File: config.mk
export PLATFORM = sky130hd
export DESIGN_NAME = paired_timer_control_bank
export DESIGN_NICKNAME = d
export VERILOG_FILES = /design/src/timer_pair_pkg.sv /design/src/paired_timer_control_bank.sv
export SDC_FILE = /design/constraint.sdc
export NUM_CORES = 1
export LEC_CHECK = 0
export BUFFER_PORTS_ARGS = -buffer_cell sky130_fd_sc_hd__clkbuf_2
export CAP_MARGIN = 20
export CORE_UTILIZATION = 35
export CTS_BUF_LIST = sky130_fd_sc_hd__clkbuf_4 sky130_fd_sc_hd__clkbuf_8 sky130_fd_sc_hd__clkbuf_16
export DETAILED_ROUTE_END_ITERATION = 10
export GPL_TIMING_DRIVEN = 0
export SYNTH_ARGS = -nofsm -noshare
export SYNTH_HDL_FRONTEND = slang
export SYNTH_SLANG_ARGS = --single-unit
File: constraint.sdc
create_clock -name pclk -period 2.13 [get_ports pclk]
set_input_delay 0.213 -clock pclk [delete_from_list [all_inputs] [get_ports pclk]]
set_output_delay 0.213 -clock pclk [all_outputs]
set_load 0.03 [all_outputs]
File: src/timer_pair_pkg.sv
/*
  package for the paired timer control bank: register indices, field
  positions, reset values, timing counts and the control field struct.
  assumes the register indices are word indices on apb (byte address = 4 x index).
*/
package timer_pair_pkg;
  // register indices; byte address is four times the index
  localparam logic [15:0] IDX_CH1_COUNT = 16'hff37;
  localparam logic [15:0] IDX_CH2_CTRL = 16'hff38;
  localparam logic [15:0] IDX_CH3_CTRL = 16'hff39;
  localparam logic [15:0] IDX_CH2_RELOAD = 16'hff3a;
  localparam logic [15:0] IDX_CH3_RELOAD = 16'hff3b;
  localparam logic [15:0] IDX_CH2_COMPARE = 16'hff3c;
  // control register bit positions
  localparam int BIT_MODE16 = 7;
  localparam int BIT_NR_EN = 6;
  localparam int BIT_INV_OUT = 4;
  localparam int BIT_CLK_OUT = 3;
  localparam int BIT_RUN = 2;
  localparam int BIT_PRESET = 1;
  localparam int BIT_CKSEL = 0;
  // reset values
  localparam logic [7:0] RST_RELOAD = 8'hff;
  localparam logic [7:0] RST_COMPARE = 8'h00;
  localparam logic [7:0] RST_COUNT = 8'hff;
  // timing: internal count clock period and noise rejector hold time
  localparam int CLK_PERIOD_NS = 25;
  localparam int INT_TICK_NS = 100;
  localparam int INT_DIV = (INT_TICK_NS + CLK_PERIOD_NS - 1) / CLK_PERIOD_NS;
  localparam int NR_HOLD_NS = 75;
  localparam int NR_CYCLES = (NR_HOLD_NS + CLK_PERIOD_NS - 1) / CLK_PERIOD_NS;
  // per channel control fields
  typedef struct packed {
    logic inv_out;
    logic clk_out;
    logic run;
    logic cksel;
  } chan_ctrl_t;
  // apb bus phase encoding, not used by the bank
  typedef enum logic [0:0] {
    BUS_IDLE = 1'b0,
    BUS_ACCESS = 1'b1
  } bus_phase_t;
endpackage

File: src/paired_timer_control_bank.sv
/*
  paired timer control bank: apb register slice for timer channels two and
  three with 8/16-bit chaining, external clock noise rejector, run, preset
  and normal / inverted clock outputs.
  assumes one 40 MHz pclk, async active-low presetn, apb master, and an
  external clock pin that is asynchronous to pclk.
*/
// Decided for this implementation: the APB slave port.
`timescale 1ns/1ps
// Function
// mode bit chains channels two, three
// noise rejector on external clock one
// channel two inverted clock output enable
// channel three inverted clock output enable
// channel two clock output enable
// channel three clock output enable
// channel two clock source select
// channel three clock source select
// channel two reload value, resets ones
// channel three reload value, resets ones
// channel two compare value, resets zero
// run halts counting, preset loads reload
// channel one count read-only, unused zero
module paired_timer_control_bank
  import timer_pair_pkg::*;
(
  input wire logic pclk,
  input wire logic presetn,
  input wire logic psel,
  input wire logic penable,
  input wire logic pwrite,
  input wire logic [31:0] paddr,
  input wire logic [31:0] pwdata,
  output logic [31:0] prdata,
  output logic pready,
  output logic pslverr,
  input wire logic ext_clk1,
  input wire logic [7:0] ch1_count_value,
  output logic ch2_clk_out,
  output logic ch2_inv_clk_out,
  output logic ch3_clk_out,
  output logic ch3_inv_clk_out
);
  // register state
  logic mode16; // chain two and three
  logic nr_en; // noise rejector enable
  chan_ctrl_t ch2; // channel two control fields
  chan_ctrl_t ch3; // channel three control fields
  logic [7:0] ch2_reload_value;
  logic [7:0] ch3_reload_value;
  logic [7:0] ch2_compare_value;
  logic [7:0] ch1_snap; // channel one count capture
  logic [7:0] cnt2; // channel two counter
  logic [7:0] cnt3; // channel three counter
  logic tout2; // channel two toggle clock
  logic tout3; // channel three toggle clock
  // external clock synchroniser and filter
  logic ext_meta;
  logic ext_sync;
  logic ext_filt;
  logic ext_prev;
  logic [7:0] nr_cnt;
  // internal clock divider
  logic [7:0] div_cnt;

  // bus decode
  wire logic setup = psel & ~penable;
  wire logic wr_en = psel & penable & pready & pwrite;
  wire logic hit_ch1 = paddr == {14'h0000, IDX_CH1_COUNT, 2'b00};
  wire logic hit_ch2c = paddr == {14'h0000, IDX_CH2_CTRL, 2'b00};
  wire logic hit_ch3c = paddr == {14'h0000, IDX_CH3_CTRL, 2'b00};
  wire logic hit_ch2r = paddr == {14'h0000, IDX_CH2_RELOAD, 2'b00};
  wire logic hit_ch3r = paddr == {14'h0000, IDX_CH3_RELOAD, 2'b00};
  wire logic hit_ch2m = paddr == {14'h0000, IDX_CH2_COMPARE, 2'b00};
  wire logic hit_any = hit_ch1 | hit_ch2c | hit_ch3c | hit_ch2r | hit_ch3r | hit_ch2m;
  // preset strobes, one cycle, never stored
  wire logic preset2 = wr_en & hit_ch2c & pwdata[BIT_PRESET];
  wire logic preset3 = wr_en & hit_ch3c & pwdata[BIT_PRESET];

  // read views; preset and unused bits read zero
  wire logic [7:0] rd_ch2c = {mode16, nr_en, 1'b0, ch2.inv_out, ch2.clk_out, ch2.run,
                              1'b0, ch2.cksel};
  wire logic [7:0] rd_ch3c = {3'b000, ch3.inv_out, ch3.clk_out, ch3.run,
                              1'b0, ch3.cksel};
  logic [7:0] rd_byte;
  // address decode to read byte
  always_comb begin
    if (hit_ch1) begin
      rd_byte = ch1_snap;
    end else if (hit_ch2c) begin
      rd_byte = rd_ch2c;
    end else if (hit_ch3c) begin
      rd_byte = rd_ch3c;
    end else if (hit_ch2r) begin
      rd_byte = ch2_reload_value;
    end else if (hit_ch3r) begin
      rd_byte = ch3_reload_value;
    end else if (hit_ch2m) begin
      rd_byte = ch2_compare_value;
    end else begin
      rd_byte = 8'h00;
    end
  end

  // apb answer: one wait-free access phase, data latched at setup
  always_ff @(posedge pclk or negedge presetn) begin
    if (!presetn) begin
      pready <= 1'b0;
      prdata <= 32'h0000_0000;
      pslverr <= 1'b0;
    end else begin
      pready <= setup;
      if (setup) begin
        prdata <= {24'h00_0000, rd_byte};
        pslverr <= ~hit_any;
      end
    end
  end

  // control registers; writes take effect at the access edge
  always_ff @(posedge pclk or negedge presetn) begin
    if (!presetn) begin
      mode16 <= 1'b0;
      nr_en <= 1'b0;
      ch2 <= '0;
      ch3 <= '0;
    end else if (wr_en && hit_ch2c) begin
      mode16 <= pwdata[BIT_MODE16];
      nr_en <= pwdata[BIT_NR_EN];
      ch2 <= {pwdata[BIT_INV_OUT], pwdata[BIT_CLK_OUT], pwdata[BIT_RUN],
              pwdata[BIT_CKSEL]};
    end else if (wr_en && hit_ch3c) begin
      ch3 <= {pwdata[BIT_INV_OUT], pwdata[BIT_CLK_OUT], pwdata[BIT_RUN],
              pwdata[BIT_CKSEL]};
    end
  end

  // data registers: reload and compare values
  always_ff @(posedge pclk or negedge presetn) begin
    if (!presetn) begin
      ch2_reload_value <= RST_RELOAD;
      ch3_reload_value <= RST_RELOAD;
      ch2_compare_value <= RST_COMPARE;
    end else if (wr_en) begin
      if (hit_ch2r) begin
        ch2_reload_value <= pwdata[7:0];
      end
      if (hit_ch3r) begin
        ch3_reload_value <= pwdata[7:0];
      end
      if (hit_ch2m) begin
        ch2_compare_value <= pwdata[7:0];
      end
    end
  end

  // channel one count capture; software cannot write it
  always_ff @(posedge pclk or negedge presetn) begin
    if (!presetn) begin
      ch1_snap <= RST_COUNT;
    end else begin
      ch1_snap <= ch1_count_value;
    end
  end

  // internal count clock: one-cycle enable every INT_DIV cycles
  wire logic int_tick = div_cnt == 8'(INT_DIV - 1);
  always_ff @(posedge pclk or negedge presetn) begin
    if (!presetn) begin
      div_cnt <= 8'h00;
    end else begin
      div_cnt <= int_tick ? 8'h00 : div_cnt + 8'h01;
    end
  end

  // external clock pin: two-flop synchroniser
  always_ff @(posedge pclk or negedge presetn) begin
    if (!presetn) begin
      ext_meta <= 1'b0;
      ext_sync <= 1'b0;
    end else begin
      ext_meta <= ext_clk1;
      ext_sync <= ext_meta;
    end
  end

  // noise rejector: new level accepted only after NR_CYCLES stable samples
  wire logic nr_settle = nr_cnt == 8'(NR_CYCLES - 1);
  always_ff @(posedge pclk or negedge presetn) begin
    if (!presetn) begin
      nr_cnt <= 8'h00;
      ext_filt <= 1'b0;
    end else if (ext_sync == ext_filt) begin
      nr_cnt <= 8'h00;
    end else if (nr_settle) begin
      nr_cnt <= 8'h00;
      ext_filt <= ext_sync;
    end else begin
      nr_cnt <= nr_cnt + 8'h01;
    end
  end

  // filtered or raw level, rising edge gives the external count tick
  wire logic ext_level = nr_en ? ext_filt : ext_sync;
  wire logic ext_tick = ext_level & ~ext_prev;
  always_ff @(posedge pclk or negedge presetn) begin
    if (!presetn) begin
      ext_prev <= 1'b0;
    end else begin
      ext_prev <= ext_level;
    end
  end

  // count enables; in 16-bit mode channel three counts channel two underflows
  wire logic src2 = ch2.cksel ? ext_tick : int_tick;
  wire logic src3 = ch3.cksel ? ext_tick : int_tick;
  wire logic tick2 = ch2.run & src2;
  wire logic under2 = tick2 & (cnt2 == 8'h00);
  wire logic tick3 = ch3.run & (mode16 ? under2 : src3);
  wire logic under3 = tick3 & (cnt3 == 8'h00);
  wire logic match2 = tick2 & (cnt2 == ch2_compare_value);

  // channel two down counter with reload
  always_ff @(posedge pclk or negedge presetn) begin
    if (!presetn) begin
      cnt2 <= RST_COUNT;
    end else if (preset2 || under2) begin
      cnt2 <= ch2_reload_value;
    end else if (tick2) begin
      cnt2 <= cnt2 - 8'h01;
    end
  end

  // channel three down counter with reload
  always_ff @(posedge pclk or negedge presetn) begin
    if (!presetn) begin
      cnt3 <= RST_COUNT;
    end else if (preset3 || under3) begin
      cnt3 <= ch3_reload_value;
    end else if (tick3) begin
      cnt3 <= cnt3 - 8'h01;
    end
  end

  // timer clocks: two toggles on compare or underflow but not on both at once, three on underflow
  always_ff @(posedge pclk or negedge presetn) begin
    if (!presetn) begin
      tout2 <= 1'b0;
      tout3 <= 1'b0;
    end else begin
      if (match2 ^ under2) begin
        tout2 <= ~tout2;
      end
      if (under3) begin
        tout3 <= ~tout3;
      end
    end
  end

  // gated pin outputs, each from a flip-flop
  always_ff @(posedge pclk or negedge presetn) begin
    if (!presetn) begin
      ch2_clk_out <= 1'b0;
      ch2_inv_clk_out <= 1'b0;
      ch3_clk_out <= 1'b0;
      ch3_inv_clk_out <= 1'b0;
    end else begin
      ch2_clk_out <= ch2.clk_out & tout2;
      ch2_inv_clk_out <= ch2.inv_out & ~tout2;
      ch3_clk_out <= ch3.clk_out & tout3;
      ch3_inv_clk_out <= ch3.inv_out & ~tout3;
    end
  end
endmodule

Yosys cells after proc, flatten, opt, wreduce, memory -nomap -nowiden
Index checks and enable logic that the tools add are counted.
{"block": "totals", "register_bits": 94, "input_bits": 78, "out_inout_bits": 38, "word_cells": 106}
{"block": "op_classes", "addsub": 4, "eq_ne": 10, "n_mux": 17, "n_bitwise": 31, "reduce_logical": 13}
{"cell": "$eq 32x18->1 const B", "n": 6}
{"cell": "$mux 8", "n": 13}
{"cell": "$and 1x1->1", "n": 18}
{"cell": "$add 8x1->8 const B", "n": 2}
{"cell": "$eq 8x2->1 const B", "n": 2}
{"cell": "$logic_not 8->1", "n": 2}
{"cell": "$sub 8x1->8 const B", "n": 2}
{"cell": "$reduce_and 2->1", "n": 5}
{"cell": "$eq 8x8->1", "n": 1}
{"cell": "$not 1->1", "n": 7}
{"cell": "$or 1x1->1", "n": 5}
{"cell": "$mux 1", "n": 4}
{"cell": "$reduce_bool 2->1", "n": 2}
{"cell": "$logic_and 1x1->1", "n": 2}
{"cell": "$logic_or 1x1->1", "n": 2}
{"cell": "$eq 1x1->1", "n": 1}
{"cell": "$xor 1x1->1", "n": 1}

Longest topological paths before layout
{"block": "logic_depth", "word_depth": 10, "ltp_mapped": 8, "mapped_depth_nobuf": 8}

Least setup slack after synthesis
OpenSTA, ideal clock, no wires.
{"block": "synth_timing", "path_kind": "input -> register", "from": "input paddr[19]", "to": "register ch2_compare_value[0]", "setup_time_ns": 0.125, "arrival_ns": 2.251, "required_time_ns": 2.005, "slack_ns": -0.246, "path_stages": 6, "path_buffers": 1, "path_cell_list": "or4_4 > or3_4 > nor4_4 > and2_1 > buf_2 > mux2_2"}
{"block": "synth_between", "elab_chain_cells": 2}
{"element": "start: declaration", "line": "paired_timer_control_bank.sv:32", "source": "input wire logic [31:0] paddr,"}
{"element": "$eq 32x18->1", "line": "paired_timer_control_bank.sv:74", "source": "wire logic hit_ch2m = paddr == {14'h0000, IDX_CH2_COMPARE, 2'b00};"}
{"element": "$reduce_and 2->1 (no source line)"}
{"element": "end signal: assignment", "line": "paired_timer_control_bank.sv:152", "source": "ch2_compare_value <= pwdata[7:0];"}
{"element": "end: declaration", "line": "paired_timer_control_bank.sv:51", "source": "logic [7:0] ch2_compare_value;"}
No other way between the ends.
A chain may end at the register's enable or synchronous reset.

Worst setup path in the final report
{"block": "layout_timing", "from": "register div_cnt[7]", "to": "register cnt3[4]"}
{"block": "layout_between", "elab_chain_cells": 9, "elab_cells_between_ends": 11, "classes_between": "eq/ne (1); mux (4); bitwise (4); reduce/logical (2)"}
{"element": "start: declaration", "line": "paired_timer_control_bank.sv:64", "source": "logic [7:0] div_cnt;"}
{"element": "start signal: assignment", "line": "paired_timer_control_bank.sv:172", "source": "div_cnt <= int_tick ? 8'h00 : div_cnt + 8'h01;"}
{"element": "$eq 8x2->1 *", "line": "paired_timer_control_bank.sv:167", "source": "wire logic int_tick = div_cnt == 8'(INT_DIV - 1);"}
{"element": "$mux 1", "line": "paired_timer_control_bank.sv:215", "source": "wire logic src2 = ch2.cksel ? ext_tick : int_tick;"}
{"element": "$and 1x1->1", "line": "paired_timer_control_bank.sv:217", "source": "wire logic tick2 = ch2.run & src2;"}
{"element": "$and 1x1->1", "line": "paired_timer_control_bank.sv:218", "source": "wire logic under2 = tick2 & (cnt2 == 8'h00);"}
{"element": "$mux 1 *", "line": "paired_timer_control_bank.sv:219", "source": "wire logic tick3 = ch3.run & (mode16 ? under2 : src3);"}
{"element": "$and 1x1->1 *", "line": "paired_timer_control_bank.sv:219"}
{"element": "$and 1x1->1", "line": "paired_timer_control_bank.sv:220", "source": "wire logic under3 = tick3 & (cnt3 == 8'h00);"}
{"element": "$logic_or 1x1->1", "line": "paired_timer_control_bank.sv:238", "source": "end else if (preset3 || under3) begin"}
{"element": "$mux 8 / $reduce_bool 2->1 (equally long branches)"}
{"element": "end signal: assignment", "line": "paired_timer_control_bank.sv:239", "source": "cnt3 <= ch3_reload_value;"}
{"element": "end signal: assignment", "line": "paired_timer_control_bank.sv:241", "source": "cnt3 <= cnt3 - 8'h01;"}
{"element": "end: declaration", "line": "paired_timer_control_bank.sv:54", "source": "logic [7:0] cnt3;"}
Mark *: on every way between the ends. The rest lies on a longest branch, timed or not.

==> results by stage <==
Run status:
- The run finished, with violations left.
- The final reports fail on setup timing.

Synth:
- The share of the synthesized area in the top cell type is 0.273.
- The count of yosys warnings during synthesis is 0.
- The dominant combinational cell family by area after synthesis is simple AND/OR/NAND/NOR gates.
- The most area-hungry cell type in the Yosys netlist is sky130_fd_sc_hd__dfrtp_1.
- The share of synthesized cell area in and, or, nand and nor gates is 0.175.
- By area the synthesized netlist is led by sky130_fd_sc_hd__dfrtp_1, sky130_fd_sc_hd__dfstp_2, sky130_fd_sc_hd__mux2_2.
- In this run, synthesis inferred 0 flip-flops with an integrated enable.
- The dominant register cell in the synthesized netlist is sky130_fd_sc_hd__dfrtp_1.
- The synthesized design contains 94 register bits.
- The post-synthesis share of cell area spent on xor and xnor gates is 0.0425.
- The average instance area after synthesis is 11.0 um^2.
- The cell area that synthesis handed to floorplanning was 4940 um^2.
- The number of distinct library cells after synthesis is 65.
- Synthesis handed over a netlist of 448 instances.
- The portion of the post-synthesis area used by sequential elements is 0.486.
- The proportion of synthesized area in mux cells is 0.0972.
- In the synthesized netlist the async set-or-reset flop fraction comes to 1.00.
- Of the total synthesized cell area, the portion taken by full adders, half adders and majority gates is 0.0152.
- The synthesized-area fraction occupied by ao, oa, aoi and oai cells came to 0.124.

STA:
- Clock skew on the completed layout was measured at slightly above 10 ps.
- The smallest clock period supported by the final layout is computed as around 2300 ps.
- Setup violations remaining at the end of the flow were counted as 12.
- Measured against its own limit, the worst slew margin works out to 0.512.
- The hold violation total from the final report came to 0.
- Setup repair after global routing could not meet its margin everywhere.
- Once routing completed, OpenROAD measured the worst setup slack at -180 ps.
- The part of the cycle the worst path needs is 1.08.
- The final max-slew violation count is 0.
- The worst-margin pin slew is 732 ps.
- Derived from the worst setup path, the maximum achievable clock frequency is 0.433 GHz.

Setup path:
- Along the worst path, the maximum fanout reaches 4.
- The count of buffering cells on the critical path with inverters included is 0.
- The worst setup path is captured at a register.
- The critical-path cell with the highest stage delay is sky130_fd_sc_hd__or4_4.
- The data required time at the worst endpoint is approximately 2400 ps.
- The worst setup path is of the reg2reg kind.
- The worst flop-to-flop path startpoint is div_cnt[7].
- The most critical setup path has its startpoint at div_cnt[7].
- The worst setup path is launched from a register.
- The critical path goes through or4_4, nor4_4, o211ai_4, a21o_1, or4_1, o211ai_1.
- The worst stage delay on the critical path is 590 ps.
- The data arrival time of the critical path is 2570 ps.
- The largest delay contributor family on the critical path is simple AND/OR/NAND/NOR gates.

Clock tree:
- For the worst-skew pair, the clock arrives at the later sink with an insertion delay of 340 ps.
- CTS placed an instance of sky130_fd_sc_hd__clkbuf_16 at the clock tree root.
- The maximum root-to-sink buffer count is 2.
- The clock tree from TritonCTS is done.
- Buffers inserted during clock tree synthesis total 9.
- Clock tree synthesis found a total of 94 sinks.
- The clock transition at the registers of the reported paths is 70 ps.
- The H-tree generated during clock tree synthesis spans 3 levels.

Route:
- In the final routed layout, each cell accounts on average for 15.6 um.
- The number of detailed-routing iterations run before antenna repair is 4.
- The via density per instance is 5.04.
- The detailed router finished its first iteration with 253 violations.
- Once detail routing completed, the nets flagged for antenna violations numbered 0.
- Summing over every cut layer, the via total after detailed routing is between 3000 and 4000.
- The total wire length is 12.1 mm.
- For this run, design rule violations remaining after detail routing come to 0.

Cells and area:
- The total number of nets in the final design is 673.
- The area of the multi-input gates is between 2000 and 3000 um^2.
- The count of antenna diodes in the layout is 0.
- In the final layout, the share of cells above drive strength 1 is 0.449.
- The storage element area is 2400 um^2.
- The area growth from synthesis to layout is 32.5%.
- The count of filler cells inserted in the layout is ~1300.
- The number of standard cells in the final layout excluding fillers is ~770.
- The post-layout instance area is 6550 um^2.

Global routing:
- The number of antenna violations at the first check in global routing was 0.
- The number of global-route vias before repair is 3926.
- The maximum number of pins on one net before global-route repair is 54.
- The global-route total usage across every layer is 0.172.
- Global routing finished with a remaining overflow of 0.
- The first-pass GRT wire length is 19.3 mm.

Place:
- The count of input and output buffers is 67.
- The number of placed instances, taps included, is slightly above 700.
- Routability-driven placement finished with a final weighted congestion of 0.876.
- After detailed placement, the total cell area comes to 5710 um^2.
- The HPWL reported at the end of detailed placement is 8.74 mm.

Floorplanning:
- The floorplan step defined a die boundary enclosing 14600 um^2.
- For this configuration, the core starts out at a cell density of 0.357.
- In this run the vertical extent of the chip is 121 um.
- The total number of placement rows is 43.
- The number of ports placed on the die boundary is 116.
- The region available for standard cell placement spans 13800 um^2.
- The floorplan die width is 121 um.

Hold path:
- The class of the most critical hold timing path is in2reg.
- The worst hold path startpoint is pwdata[5].

Pwr:
- The leakage power figure is 2.99 nW.
- For this design the ratio of total power to cell area is between 600 and 700 nW/um^2.
- The power after layout is 4.00 mW.
- The largest vdd supply drop is 514 uV.

Job:
- The count of maximum capacitance violations is 0.
## metrics by stage
stage | hold WS, ps | worst slack, ps | TNS, ps | util
floorplan | -82.6 | -166 | -4040 | -
global placement | 301 | -608 | -39960 | 0.412
detailed placement | 302 | -642 | -28960 | 0.413
CTS | 166 | -148 | -671 | 0.464
global route | 170 | -290 | -2380 | 0.474
finish | 171 | -180 | -902 | 0.474
## placed cells by master (no fill, tap or decap), types with 10 or more instances in the layout
cell type / synthesis / layout
sky130_fd_sc_hd__mux2_2: 30 / 23
sky130_fd_sc_hd__dfrtp_1: 54 / 54
sky130_fd_sc_hd__clkbuf_2: 0 / 66
sky130_fd_sc_hd__inv_1: 13 / 13
sky130_fd_sc_hd__nand3_1: 12 / 12
sky130_fd_sc_hd__a21oi_1: 23 / 16
sky130_fd_sc_hd__buf_4: 25 / 49
sky130_fd_sc_hd__dlygate4sd3_1: 0 / 10
sky130_fd_sc_hd__xnor2_1: 18 / 17
sky130_fd_sc_hd__mux2_4: 6 / 15
sky130_fd_sc_hd__nand2_1: 22 / 21
sky130_fd_sc_hd__conb_1: 1 / 24
sky130_fd_sc_hd__buf_6: 0 / 10
sky130_fd_sc_hd__dfstp_2: 40 / 40
sky130_fd_sc_hd__nor2_1: 30 / 30
## power breakdown
part	total [mW]	internal (mW)	switching, mW
registers	1.90	1.85	0.0479
clock network	1.67	0.982	0.690
logic	0.428	0.161	0.267
## per-layer routing
layer / wire, um / GRT usage / vias to the layer above
li1: - / - / 1869
met1: 5130 / 0.205 / 1928
met2: 6130 / 0.302 / 79
met3: 447 / 0.0321 / 24
met4: 358 / 0.0694 / 0
met5: 0 / 0 / -
## final cells by class
class / count / share of cell area
clock inverters: 5 / 0.00955
well taps: 180 / 0.0344
repair buffers: 109 / 0.109
inverters: 13 / 0.00745
multi-input cells: 326 / 0.393
plain buffers: 36 / 0.0409
clock buffers: 11 / 0.0386
flip-flops and latches: 94 / 0.367
## kinds of logic after synthesis
logic type      count (synthesis)
xor+xnor                       24
flops                          94
other cells                     1
compound gates                 88
buf+inv                        51
simple gates                  143
fa+ha+maj                       6
mux                            41
## registers in the layout, summed over array words and instances (netlist names), 4 cells and up
signal,count
ch1_snap,8
ch2,4
ch2_compare_value,8
ch2_reload_value,8
ch3,4
ch3_reload_value,8
cnt2,8
cnt3,8
div_cnt,8
nr_cnt,8
prdata,8
## path summary, 6_finish.rpt
path / endpoint / slack, ps / depth (start not counted)
max: cnt3[4] / -180 / 6
min: ch2_compare_value[5] / 170 / 2
max reg2reg: cnt3[4] / -180 / 6
min reg2reg: ext_sync / 360 / 0
max in group asynchronous: cnt3[2] / 880 / 3
min in group asynchronous: div_cnt[4] / 490 / 2
## worst reg2reg max path: cells and delay by family, from the launching register on
kind / cells / cell delay [ps]
flops: 1 / 380
simple gates: 3 / 1350
compound gates: 3 / 510
## synthesized netlist by cell type, types with 3 or more instances
master / n
sky130_fd_sc_hd__or4_4: 3
sky130_fd_sc_hd__a21oi_1: 23
sky130_fd_sc_hd__ha_1: 6
sky130_fd_sc_hd__and4_1: 3
sky130_fd_sc_hd__buf_4: 25
sky130_fd_sc_hd__and2_1: 6
sky130_fd_sc_hd__or3_1: 4
sky130_fd_sc_hd__mux2i_1: 3
sky130_fd_sc_hd__xnor2_1: 18
sky130_fd_sc_hd__nor3_1: 9
sky130_fd_sc_hd__buf_2: 3
sky130_fd_sc_hd__xor2_1: 6
sky130_fd_sc_hd__mux2_4: 6
sky130_fd_sc_hd__o22ai_1: 7
sky130_fd_sc_hd__nor3b_1: 5
sky130_fd_sc_hd__and3_1: 9
sky130_fd_sc_hd__o21ai_0: 11
sky130_fd_sc_hd__nand2_1: 22
sky130_fd_sc_hd__nand3_1: 12
sky130_fd_sc_hd__nand2b_1: 7
sky130_fd_sc_hd__clkbuf_1: 7
sky130_fd_sc_hd__nor4_1: 4
sky130_fd_sc_hd__a211o_1: 4
sky130_fd_sc_hd__a22o_1: 7
sky130_fd_sc_hd__buf_1: 3
sky130_fd_sc_hd__nor2b_1: 4
sky130_fd_sc_hd__nor4_4: 3
sky130_fd_sc_hd__o211ai_1: 7
sky130_fd_sc_hd__nor2_1: 30
sky130_fd_sc_hd__inv_1: 13
sky130_fd_sc_hd__o21a_1: 3
sky130_fd_sc_hd__mux2_2: 30
sky130_fd_sc_hd__dfrtp_1: 54
sky130_fd_sc_hd__dfstp_2: 40
sky130_fd_sc_hd__nand4_1: 9
## what timing repair did
action	4_1_cts	5_1_grt
pin swaps	15	11
hold buffers	10	0
endpoints found under the setup margin	56	51
setup buffers	23	10
hold endpoints to repair	39	0
resized for setup	30	21
Note: power is estimated with default switching activity, not from simulation.
